## config.mk

```make
export PLATFORM = sky130hd
export DESIGN_NAME = flash_status_register
export DESIGN_NICKNAME = d
export VERILOG_FILES = /design/src/pkg/flash_status_pkg.sv /design/src/core/status_read_port.sv /design/src/core/flash_status_register.sv
export SDC_FILE = /design/constraint.sdc
export NUM_CORES = 1
export LEC_CHECK = 0
export BUFFER_PORTS_ARGS = -buffer_cell sky130_fd_sc_hd__buf_2
export CAP_MARGIN = 25
export CORE_ASPECT_RATIO = 0.75
export CORE_UTILIZATION = 42
export CTS_CLUSTER_SIZE = 16
export DETAILED_ROUTE_END_ITERATION = 6
export PLACE_DENSITY = 0.82
export SKIP_LAST_GASP = 1
export SYNTH_ARGS = -nofsm -noshare
export SYNTH_HDL_FRONTEND = slang
export SYNTH_SLANG_ARGS = --single-unit
```

## constraint.sdc

```tcl
create_clock -name clk_in -period 1.26 [get_ports clk_in]
set_clock_uncertainty 0.1 [all_clocks]
set_input_delay 0.252 -clock clk_in [delete_from_list [all_inputs] [get_ports clk_in]]
set_output_delay 0.252 -clock clk_in [all_outputs]
set_load 0.01 [all_outputs]
```

## src/pkg/flash_status_pkg.sv

```systemverilog
// constants for the program/erase status register and its read port
// assumes one 200 MHz clock and an active-low asynchronous reset
package flash_status_pkg;

  // bit positions within the eight-bit status word
  localparam int BIT_READY = 7;         // controller idle
  localparam int BIT_ERASE_SUSP = 6;    // erase paused, awaiting resume
  localparam int BIT_ERASE_FAIL = 5;    // erase verify gave up
  localparam int BIT_PROG_FAIL = 4;     // program verify failed
  localparam int BIT_ENABLE_VIOL = 3;   // attempt with enable pin low
  localparam int BIT_PROG_SUSP = 2;     // program paused, awaiting resume
  localparam int BIT_PROT_VIOL = 1;     // attempt on a protected block
  localparam int BIT_RESERVED = 0;      // always reads one

  // status word after reset: ready, no flags, reserved bit high
  localparam logic [7:0] STATUS_RESET = 8'h81;

  // mask of the sticky error flags that make a new operation fail
  localparam logic [7:0] ERROR_MASK = 8'h3a;

  // pin synchroniser lanes and their idle levels
  localparam int SYNC_WIDTH = 4;
  localparam int LANE_ENABLE_PIN = 0;
  localparam int LANE_CHIP_EN_N = 1;
  localparam int LANE_OUT_EN_N = 2;
  localparam int LANE_OUT_DIS = 3;
  localparam logic [3:0] SYNC_RESET = 4'h6;

  // read port states
  typedef enum logic [1:0] {
    RD_IDLE  = 2'b01,
    RD_DRIVE = 2'b10
  } read_state_t;

endpackage

```

## src/core/status_read_port.sv

```systemverilog
// data bus driver for the status word on the low data lines
// assumes read_active_in comes from synchronised pins on the same clock
`timescale 1ns/1ps
module status_read_port
  import flash_status_pkg::*;
(
  input wire logic clk_in,
  input wire logic reset_n_in,
  input wire logic read_active_in,    // decoded status read cycle
  input wire logic [7:0] status_in,   // live status word
  output logic [7:0] data_out,        // low data lines
  output logic data_oe_out            // high while driving the lines
);

  read_state_t state;        // current drive state
  read_state_t next_state;   // next drive state
  wire start_read;           // first cycle of a read

  assign start_read = read_active_in && (state == RD_IDLE);

  // state choice: drive while the read stays active
  always_comb begin
    case (state)
      RD_IDLE: next_state = read_active_in ? RD_DRIVE : RD_IDLE;
      RD_DRIVE: next_state = read_active_in ? RD_DRIVE : RD_IDLE;
      default: next_state = RD_IDLE;
    endcase
  end

  // snapshot taken at read start; a fresh value needs the read to be re-opened
  always_ff @(posedge clk_in or negedge reset_n_in) begin
    if (!reset_n_in) begin
      state <= RD_IDLE;
      data_out <= 8'h00;
      data_oe_out <= 1'b0;
    end else begin
      state <= next_state;
      data_oe_out <= read_active_in;
      if (start_read) begin
        data_out <= status_in;
      end
    end
  end
endmodule

```

## src/core/flash_status_register.sv

```systemverilog
// status register of the program/erase controller, with operation gating
// assumes controller events are one-cycle pulses on clk_in; bus pins are asynchronous
//
// Functional notes
// - program suspend flag set while program paused
// - suspend flags meaningful only when ready reads one
// - accepted resume clears program suspend flag
// - protected block attempt sets flag, aborts
// - protection flag sticky until clear or reset
// - bit zero always reads one
// - bit seven is one when controller idle
// - status driven on low lines, any address
// - erase verify give-up sets sticky erase flag
// - attempt with enable pin low sets flag
`timescale 1ns/1ps
module flash_status_register
  import flash_status_pkg::*;
(
  input wire logic clk_in,
  input wire logic reset_n_in,
  input wire logic ctrl_busy_in,                  // controller running an algorithm
  input wire logic op_request_in,                 // pulse: program or erase requested
  input wire logic op_protected_in,               // target block is protected
  input wire logic program_erase_enable_pin_in,   // enable pin, asynchronous
  input wire logic erase_fail_in,                 // pulse: erase pulses exhausted
  input wire logic program_fail_in,               // pulse: program verify failed
  input wire logic erase_paused_in,               // pulse: erase entered suspend
  input wire logic program_paused_in,             // pulse: program entered suspend
  input wire logic resume_accept_in,              // pulse: resume command accepted
  input wire logic clear_status_in,               // pulse: clear status command
  input wire logic status_read_select_in,         // decoder in status read mode
  input wire logic chip_enable_n_in,              // chip enable pin, asynchronous
  input wire logic output_enable_n_in,            // output enable pin, asynchronous
  input wire logic output_disable_in,             // output disable pin, asynchronous
  output logic op_accept_out,                     // pulse: operation may start
  output logic op_abort_out,                      // pulse: operation refused
  output logic [7:0] status_out,                  // status word to the controller
  output logic [7:0] data_out,                    // low data lines
  output logic data_oe_out                        // drive enable of the data lines
);

  // error flags that make a request fail, used in two places
  function automatic logic has_error(input logic [7:0] word);
    has_error = |(word & ERROR_MASK);
  endfunction

  logic [SYNC_WIDTH-1:0] sync_meta;   // first stage, read only by the second
  logic [SYNC_WIDTH-1:0] sync_pins;   // second stage, safe to use
  wire [SYNC_WIDTH-1:0] raw_pins;     // pins gathered into lanes

  assign raw_pins[LANE_ENABLE_PIN] = program_erase_enable_pin_in;
  assign raw_pins[LANE_CHIP_EN_N] = chip_enable_n_in;
  assign raw_pins[LANE_OUT_EN_N] = output_enable_n_in;
  assign raw_pins[LANE_OUT_DIS] = output_disable_in;

  // two-flop synchroniser per pin lane
  genvar g;
  generate
    for (g = 0; g < SYNC_WIDTH; g++) begin : g_sync
      always_ff @(posedge clk_in or negedge reset_n_in) begin
        if (!reset_n_in) begin
          sync_meta[g] <= SYNC_RESET[g];
          sync_pins[g] <= SYNC_RESET[g];
        end else begin
          sync_meta[g] <= raw_pins[g];
          sync_pins[g] <= sync_meta[g];
        end
      end
    end
  endgenerate

  wire enable_pin_high;   // synchronised enable pin level
  wire read_active;       // bus read of the status word in progress
  assign enable_pin_high = sync_pins[LANE_ENABLE_PIN];
  // address is not decoded: any address returns the status word
  assign read_active = status_read_select_in && !sync_pins[LANE_CHIP_EN_N] &&
                       !sync_pins[LANE_OUT_EN_N] && !sync_pins[LANE_OUT_DIS];

  // request screening
  wire viol_protect;    // request on a protected block
  wire viol_enable;     // request with enable pin low
  wire stale_error;     // an error flag is still set from before
  wire refuse;          // request must not start
  assign viol_protect = op_request_in && op_protected_in;
  assign viol_enable = op_request_in && !enable_pin_high;
  assign stale_error = op_request_in && has_error(status_out);
  // a leftover error makes the new command look failed; hosts should clear first
  assign refuse = viol_protect || viol_enable || stale_error;

  // next status word; every set term wins over the clear command
  wire keep;            // flags survive unless cleared
  wire [7:0] next_status;
  assign keep = !clear_status_in;
  assign next_status[BIT_READY] = !ctrl_busy_in;
  assign next_status[BIT_ERASE_SUSP] = erase_paused_in ||
                                       (status_out[BIT_ERASE_SUSP] && !resume_accept_in);
  assign next_status[BIT_ERASE_FAIL] = erase_fail_in || (status_out[BIT_ERASE_FAIL] && keep);
  assign next_status[BIT_PROG_FAIL] = program_fail_in || (status_out[BIT_PROG_FAIL] && keep);
  assign next_status[BIT_ENABLE_VIOL] = viol_enable || (status_out[BIT_ENABLE_VIOL] && keep);
  // suspend flag only rises on a real pause, so a finished operation leaves it low
  assign next_status[BIT_PROG_SUSP] = program_paused_in ||
                                      (status_out[BIT_PROG_SUSP] && !resume_accept_in);
  assign next_status[BIT_PROT_VIOL] = viol_protect || (status_out[BIT_PROT_VIOL] && keep);
  assign next_status[BIT_RESERVED] = 1'b1;

  // status word and request answers
  always_ff @(posedge clk_in or negedge reset_n_in) begin
    if (!reset_n_in) begin
      status_out <= STATUS_RESET;
      op_accept_out <= 1'b0;
      op_abort_out <= 1'b0;
    end else begin
      status_out <= next_status;
      op_accept_out <= op_request_in && !refuse;
      op_abort_out <= op_request_in && refuse;
    end
  end

  // bus side driver; suspend bits are only trustworthy with ready high
  status_read_port u_read_port (
    .clk_in(clk_in),
    .reset_n_in(reset_n_in),
    .read_active_in(read_active),
    .status_in(status_out),
    .data_out(data_out),
    .data_oe_out(data_oe_out)
  );
endmodule

```

## Word level (Yosys, flattened, before mapping)

Index checks and enable logic that the tools add are counted.

| storage, ports and cells | value |
|---|---|
| output and inout port bits | 19 |
| bits in registers | 28 |
| bits of input ports | 16 |
| logic and storage cells | 51 |

| cells by class | value |
|---|---|
| reduce and logical (&&, ||, !) cells | 33 |
| mux-type cells | 2 |
| equality and inequality tests | 2 |

Operators by type and width:

| cell | number |
|---|---|
| $logic_and A1 B1 Y1 | 15 |
| $logic_not A1 Y1 | 8 |
| $logic_or A1 B1 Y1 | 8 |
| $mux W2 | 2 |
| $reduce_or A4 Y1 | 1 |
| $eq A2 B1 Y1 const B | 1 |
| $eq A2 B2 Y1 const B | 1 |
| $reduce_or A2 Y1 | 1 |

## Logic depth before layout (Yosys ltp)

Gate-level depths: netlist (run 1).

| logic depth | value |
|---|---|
| depth in word-level cells | 6 |
| mapped depth | 4 |
| gate-level depth less buffers | 4 |

## Modules after synthesis

Synthesis (run 1) repeated with hierarchy kept, for this count alone.

| second synthesis, totals | value |
|---|---|
| cells, all modules | 58 |
| area, all modules | 945.9 um2 |

By module, submodules not included:

| module | instances | area each (um2) | cells each | seq. area each (um2) |
|---|---|---|---|---|
| flash_status_register | 1 | 545.5 | 34 | 431.7 |
| status_read_port | 1 | 400.4 | 24 | 276.5 |

## Worst setup path after synthesis (run 1)

OpenSTA, ideal clock, no wires.

| path | value |
|---|---|
| path type | register to register |
| start | register sync_pins[3] |
| end | register u_read_port.data_out[1] |
| buffers on the path | 0 |
| stages on the path, launching flop included | 4 |
| arrival time | 1105 ps |
| library setup time | 125 ps |
| slack | -70 ps |
| clock period less this slack | 1330 ps |
| required time | 1035 ps |
| path through | dfrtp_1 -> nor4b_4 -> nand2_4 -> mux2_2 |

| between the ends | value |
|---|---|
| longest elaborated chain between the ends | 3 |

Ends and longest elaborated chain:

| what | RTL line | RTL |
|---|---|---|
| start, declared | flash_status_register.sv:48 | `logic [SYNC_WIDTH-1:0] sync_pins;` |
| start signal, assigned by index | flash_status_register.sv:63 | `sync_pins[g] <= SYNC_RESET[g];` |
| start signal, assigned by index | flash_status_register.sv:66 | `sync_pins[g] <= sync_meta[g];` |
| $logic_not A1 Y1 | flash_status_register.sv:77 | `!sync_pins[LANE_OUT_EN_N] && !sync_pins[LANE_OUT_DIS];` |
| $logic_and A1 B1 Y1 | flash_status_register.sv:77 |  |
| named net read_active | flash_status_register.sv:73 | `wire read_active;` |
| $logic_and A1 B1 Y1 | status_read_port.sv:19 | `assign start_read = read_active_in && (state == RD_IDLE);` |
| end signal, assigned | status_read_port.sv:40 | `data_out <= status_in;` |
| end, declared | status_read_port.sv:11 | `output logic [7:0] data_out,` |

The timed path passes the listed nets, and every way through them passes these cells.
A chain may end at the register's enable or synchronous reset.

## Worst setup path after layout (run 1)

| path | value |
|---|---|
| start | register sync_pins[1] |
| end | register u_read_port.data_out[7] |

| between the ends | value |
|---|---|
| longest elaborated chain between the ends | 5 |

Ends and longest elaborated chain:

| what | RTL line | RTL |
|---|---|---|
| $logic_not A1 Y1 | flash_status_register.sv:76 | `assign read_active = status_read_select_in && !sync_pins[LANE_CHIP_EN_N] &&` |
| $logic_and A1 B1 Y1 (2 in a row) | flash_status_register.sv:76 |  |
| $logic_and A1 B1 Y1 | flash_status_register.sv:77 |  |
| named net read_active | flash_status_register.sv:73 |  |
| $logic_and A1 B1 Y1 | status_read_port.sv:19 |  |

The timed path passes the listed nets, and every way through them passes these cells.

==> flow_summary.toml, run 1 <==
[outcome]
status = "finished, violations left"
violations = "DRC, setup timing"

[critical_path]
critPathRequiredTime_ps = 1380
rr_endpoint = "u_read_port.data_out[7]"
endpoint_kind = "flip-flop"
regToRegSetupSlack_ps = -130
crit_type = "reg2reg"
start_kind = "flip-flop"
cp_max_fo = 8
worstSetupStartpoint = "sync_pins[1]"
rr_startpoint = "sync_pins[1]"
worstPathArrival_ps = 1510
rr_worst_depth = 3

[final_layout]
stdcell_count = 138
final_common_cell = "buf_2"
drive_gt1_frac = 0.5263
fillers = 160
syn_to_final_growth_pct = 43.25
nNetsFinal = 132
antenna_cells = 0
fin_area_um2 = 1368
final_cell_mix = "32 x buf_2, 22 x dfrtp_1, 11 x dlygate4sd3_1"

[routing]
drc_errors = 3
dr.pass1.iters = 6
wl_per_cell_um = 12.65
viasPerCell = 4.601
ant_nets = 0
first_iter_violations = 16
wirelength_mm = 1.746
dr_total_vias = 635

[grt]
grt_pass1_vias = 568
antenna_found_initial = 0
overflow = 0
grt_max_degree = 16
grtUsageTotal = 0.1518
grt_pass1_wl_mm = 2.532

[timing]
drv_slew = 0
finalSetupViolations = 8
fin_crit_ps = 1387
min_period_over_period = 1.101
worst_slack_ps = -127.5
fmax_mhz = 720.7
hold_viol = 0
fin_hold_ws_ps = 64.67
rsz0062_at_grt = "yes"

[floorplan]
die-area_um2 = 2470
core_area_um2 = 2067
start_util = 0.4619
die_h_um = 43.29
rows = 14
die_w_um = 57.05
pin_count = 35

[power_and_ir_drop]
p_total_uw = 1789
ir_drop_mv = 1.039
power_density_nw_per_um2 = 1309
p_leak_uw = 0.0006798

[min_path]
hold_path_end = "op_accept_out"
worstHoldStart = "op_request_in"
whs_path_depth = 3
hold_path_class = "in2reg"

[clocking]
cts-root-buf = "clkbuf_4"
clk_pin_slew_worst_paths_ps = 140
cts_tree = "done"
clock_path_buffers = 2
numCtsBuffers = 3
clkLatencyLatePin_ps = 320
htreeDepth = 1
cts_sinks = 28

[synth]
syn_nets = 77
synth_area_um2 = 954.7
yosysWarnings = 0
synth-seq-cells = 28
synth.avg_cell_area_um2 = 15.91
ys_seq_area_frac = 0.7418
yosys.cell_types.count = 17
synthCells = 60

[place]
dp_hpwl_mm = 1.166
dpl_cell_area_um2 = 1162
dpl.cell_count = 117
numPortBuffers = 33
place_congestion = 0.7659

[run]
maxCapViolCount = 0
[worst max path at each step]
stage | slack, ps | cells past startpoint | end
floorplan | -40 | 3 | u_read_port.data_out[1]
global placement | -70 | 3 | u_read_port.data_out[7]
detailed placement | -130 | 3 | u_read_port.data_out[7]
CTS | -140 | 3 | u_read_port.data_out[4]
global route | -170 | 3 | u_read_port.data_out[6]
finish | -130 | 3 | u_read_port.data_out[7]
[critical path, stage by stage (launching register included)]
cell and delay (ps):
dfstp_2 400, nor4b_4 350, nand2_4 140, mux2_2 300
[through the flow]
stage          TNS, ps  worst slack, ps  utilization
2_1_floorplan   -296.7           -42.39            -
3_5_place_dp    -886.6           -134.2       0.5623
6_report        -932.1           -127.5       0.6616
5_1_grt          -1518           -166.5       0.6616
4_1_cts          -1039           -135.8       0.6386
3_3_place_gp    -508.8           -73.80       0.5623
[layout make-up]
class | count | area (um^2) | share of cell area
clock buffers | 4 | 36.28 | 0.02653
inverters | 7 | 26.28 | 0.01921
multi-input cells | 24 | 220.2 | 0.1610
flip-flops and latches | 28 | 708.2 | 0.5178
well taps | 24 | 30.03 | 0.02196
repair buffers | 51 | 346.6 | 0.2534
[kinds of logic after synthesis]
| group | share of synthesized area |
|---|---|
| multiplexers | 0.08257 |
| AND/OR/NAND/NOR | 0.07603 |
| flip-flops | 0.7418 |
| adder cells (fa/ha/maj) | 0.01310 |
| buffers and inverters | 0.03539 |
| other | 0.003928 |
| AO/OA/AOI/OAI | 0.04719 |
[registers in the layout, indices dropped and copies added (netlist names)]
register                 count
enable_pin_high              1
op_abort_out                 1
op_accept_out                1
status_out                   7
sync_meta                    4
sync_pins                    3
u_read_port.data_oe_out      1
u_read_port.data_out         8
u_read_port.state            2
[layer usage]
metal  wire length, um  GRT usage  vias to the layer above
met4                35    0.08780                        0
met1               693     0.1818                      305
li1                  -          -                      301
met2               920     0.2306                       24
met3                96    0.06402                        5
met5                 0          0                        -
[cells in the mapped netlist (all sizes together)]
cell type / count / area, um^2
nand4: 1 / 6.260
nor4b: 1 / 23.77
mux2: 7 / 78.83
a21o: 4 / 30.03
conb: 1 / 3.750
dfstp: 6 / 157.7
nor2b: 1 / 6.260
and2: 1 / 6.260
inv: 7 / 26.28
o22ai: 1 / 6.260
nand2: 1 / 11.26
dfrtp: 22 / 550.5
buf: 1 / 7.510
nor2: 3 / 11.26
a22o: 1 / 8.760
or2b: 1 / 7.510
ha: 1 / 12.51
[what timing repair did]
item                                    4_1_cts  5_1_grt
endpoints found under the setup margin       11       22
hold buffers                                 10        1
endpoints found under the hold margin        35        1
pin swaps                                     1        1
buffers inserted                              2        4
resized for setup                             1        2
[power by group]
group / switching (uW) / internal, uW / leakage [uW]
clock network: 241 / 177 / 0.0000210
registers: 49.4 / 999 / 0.000321
logic: 141 / 182 / 0.000337
Power figures use the tool's default switching activity.
==> run 2: changes to the inputs <==
RECOVER_POWER = 100   (was default)
==> run 2 against run 1 <==
  * The flow still finishes with violations (DRC, setup timing)
  * Sequential share of layout area up 0.14 points
  * Sequential power about the same
  * Register-to-register slack about the same
  * Non-clock buffer count unchanged
  * Final cell count unchanged
  * First-iteration DRC count down 38%
  * Global-route usage unchanged
  * Critical path type unchanged
  * Largest power group unchanged
==> flow_summary.toml, run 2 (synthesis gave the netlist of run 1 again) <==
[timing]
hold_viol = 0
fmax_mhz = 720.2
worst_pin_slew_ps = 775.1
worst_slack_ps = -128.5
rsz0062_at_grt = "yes"
min_period_over_period = 1.102
fin_setup_tns_ps = -936.0
drv_slew = 0
timing.slew.headroom = 0.4833
fin_crit_ps = 1389
finalSetupViolations = 8

[place]
dp_hpwl_mm = 1.166
pre_cts_slack_ps = -134.2
dpl_cell_area_um2 = 1162
place_congestion = 0.7659
numPortBuffers = 33

[clocking]
clock_path_buffers = 2
numCtsBuffers = 3
cts_tree = "done"
htreeDepth = 1
clk_pin_slew_worst_paths_ps = 130
cts_sinks = 28
cts-root-buf = "clkbuf_4"
clkLatencyLatePin_ps = 320

[routing]
dr.pass1.iters = 6
wl_per_cell_um = 12.67
ant_nets = 0
dr_total_vias = 634
viasPerCell = 4.594
first_iter_violations = 10
drc_errors = 4
wirelength_mm = 1.748

[grt]
grt_pass1_wl_mm = 2.532
grt_max_degree = 16
antenna_found_initial = 0
overflow = 0
grt_pass1_vias = 568
grtUsageTotal = 0.1518

[run]
maxCapViolCount = 0

[final_layout]
final_cell_mix = "26 x buf_2, 22 x dfrtp_1, 11 x dlygate4sd3_1"
post-route-util = 0.6598
largestRegisters = "u_read_port.data_out (8), status_out (7), sync_meta (4)"
regMostFlops = "u_read_port.data_out"
seqCellArea_um2 = 708.2
fin_area_um2 = 1364
multiInputGateArea_um2 = 220.2
fillers = 161
final_common_cell = "buf_2"
syn_to_final_growth_pct = 42.86
antenna_cells = 0
largest_reg_flops = 8
nNetsFinal = 132
drive_gt1_frac = 0.5000

[critical_path]
cp_max_fo = 8
critPathRequiredTime_ps = 1380
start_kind = "flip-flop"
worstPathArrival_ps = 1510
endpoint_kind = "flip-flop"
crit_type = "reg2reg"

[floorplan]
core_area_um2 = 2067
die-area_um2 = 2470
rows = 14
die_h_um = 43.29
die_w_um = 57.05
start_util = 0.4619
pin_count = 35

[min_path]
hold_path_class = "in2reg"

[power_and_ir_drop]
power_density_nw_per_um2 = 1311
p_leak_uw = 0.0006691
ir_drop_mv = 1.035

[outcome]
status = "finished, violations left"
violations = "DRC, setup timing"
-- run 2: report_power, final --
| part | switching, uW | internal (uW) | total [uW] |
|---|---|---|---|
| clock | 240 | 177 | 417 |
| sequential | 50.6 | 999 | 1050 |
| combinational | 141 | 180 | 321 |
| total | 431 | 1360 | 1790 |
-- run 2: critical path: stages (launching register included) --
cell,delay (ps)
dfstp_2,400
nor4b_4,350
nand2_4,140
mux2_2,300
-- run 2: per-stage QoR --
| step | hold WS (ps) | std cells | total power (uW) |
|---|---|---|---|
| after floorplan | -143.6 | 60 | 1187 |
| after global placement | 57.40 | 117 | 1322 |
| after detailed placement | 64.74 | 117 | 1335 |
| after CTS | 5.350 | 133 | 1788 |
| after global routing | 57.02 | 138 | 1880 |
| final | 66.27 | 138 | 1787 |
-- run 2: cell type report --
class / count / area share
clock buffer: 4 / 0.02661
sequential: 28 / 0.5193
inverter: 7 / 0.01927
timing repair buffer: 51 / 0.2514
tap: 24 / 0.02202
multi-input combinational: 24 / 0.1615
-- run 2: timing repair --
| item | CTS | global route |
|---|---|---|
| setup endpoints to repair | 11 | 22 |
| hold buffers | 10 | 1 |
| setup buffers | 2 | 4 |
| gates resized for setup | 1 | 2 |
| hold endpoints to repair | 35 | 1 |
| pin swaps | 1 | 1 |
-- run 2: final timing paths --
check | from | endpoint | slack (ps) | cells past startpoint
setup reg to reg | sync_pins[1] | u_read_port.data_out[7] | -130 | 3
hold reg to reg | sync_meta[1] | sync_pins[1] | 270 | 0
setup / recovery | sync_pins[1] | u_read_port.data_out[7] | -130 | 3
max in group asynchronous | reset_n_in | status_out[7] | 40 | 3
hold / removal | op_request_in | op_accept_out | 70 | 3
min in group asynchronous | reset_n_in | sync_meta[3] | 400 | 2
-- run 2: metal layers --
layer / routed length (um) / up-vias / GRT usage / part of all wire
met3: 94 / 5 / 0.06402 / 0.054
met5: 0 / - / 0 / 0
met1: 702 / 308 / 0.1818 / 0.40
met4: 35 / 0 / 0.08780 / 0.020
li1: - / 301 / - / -
met2: 916 / 20 / 0.2306 / 0.52
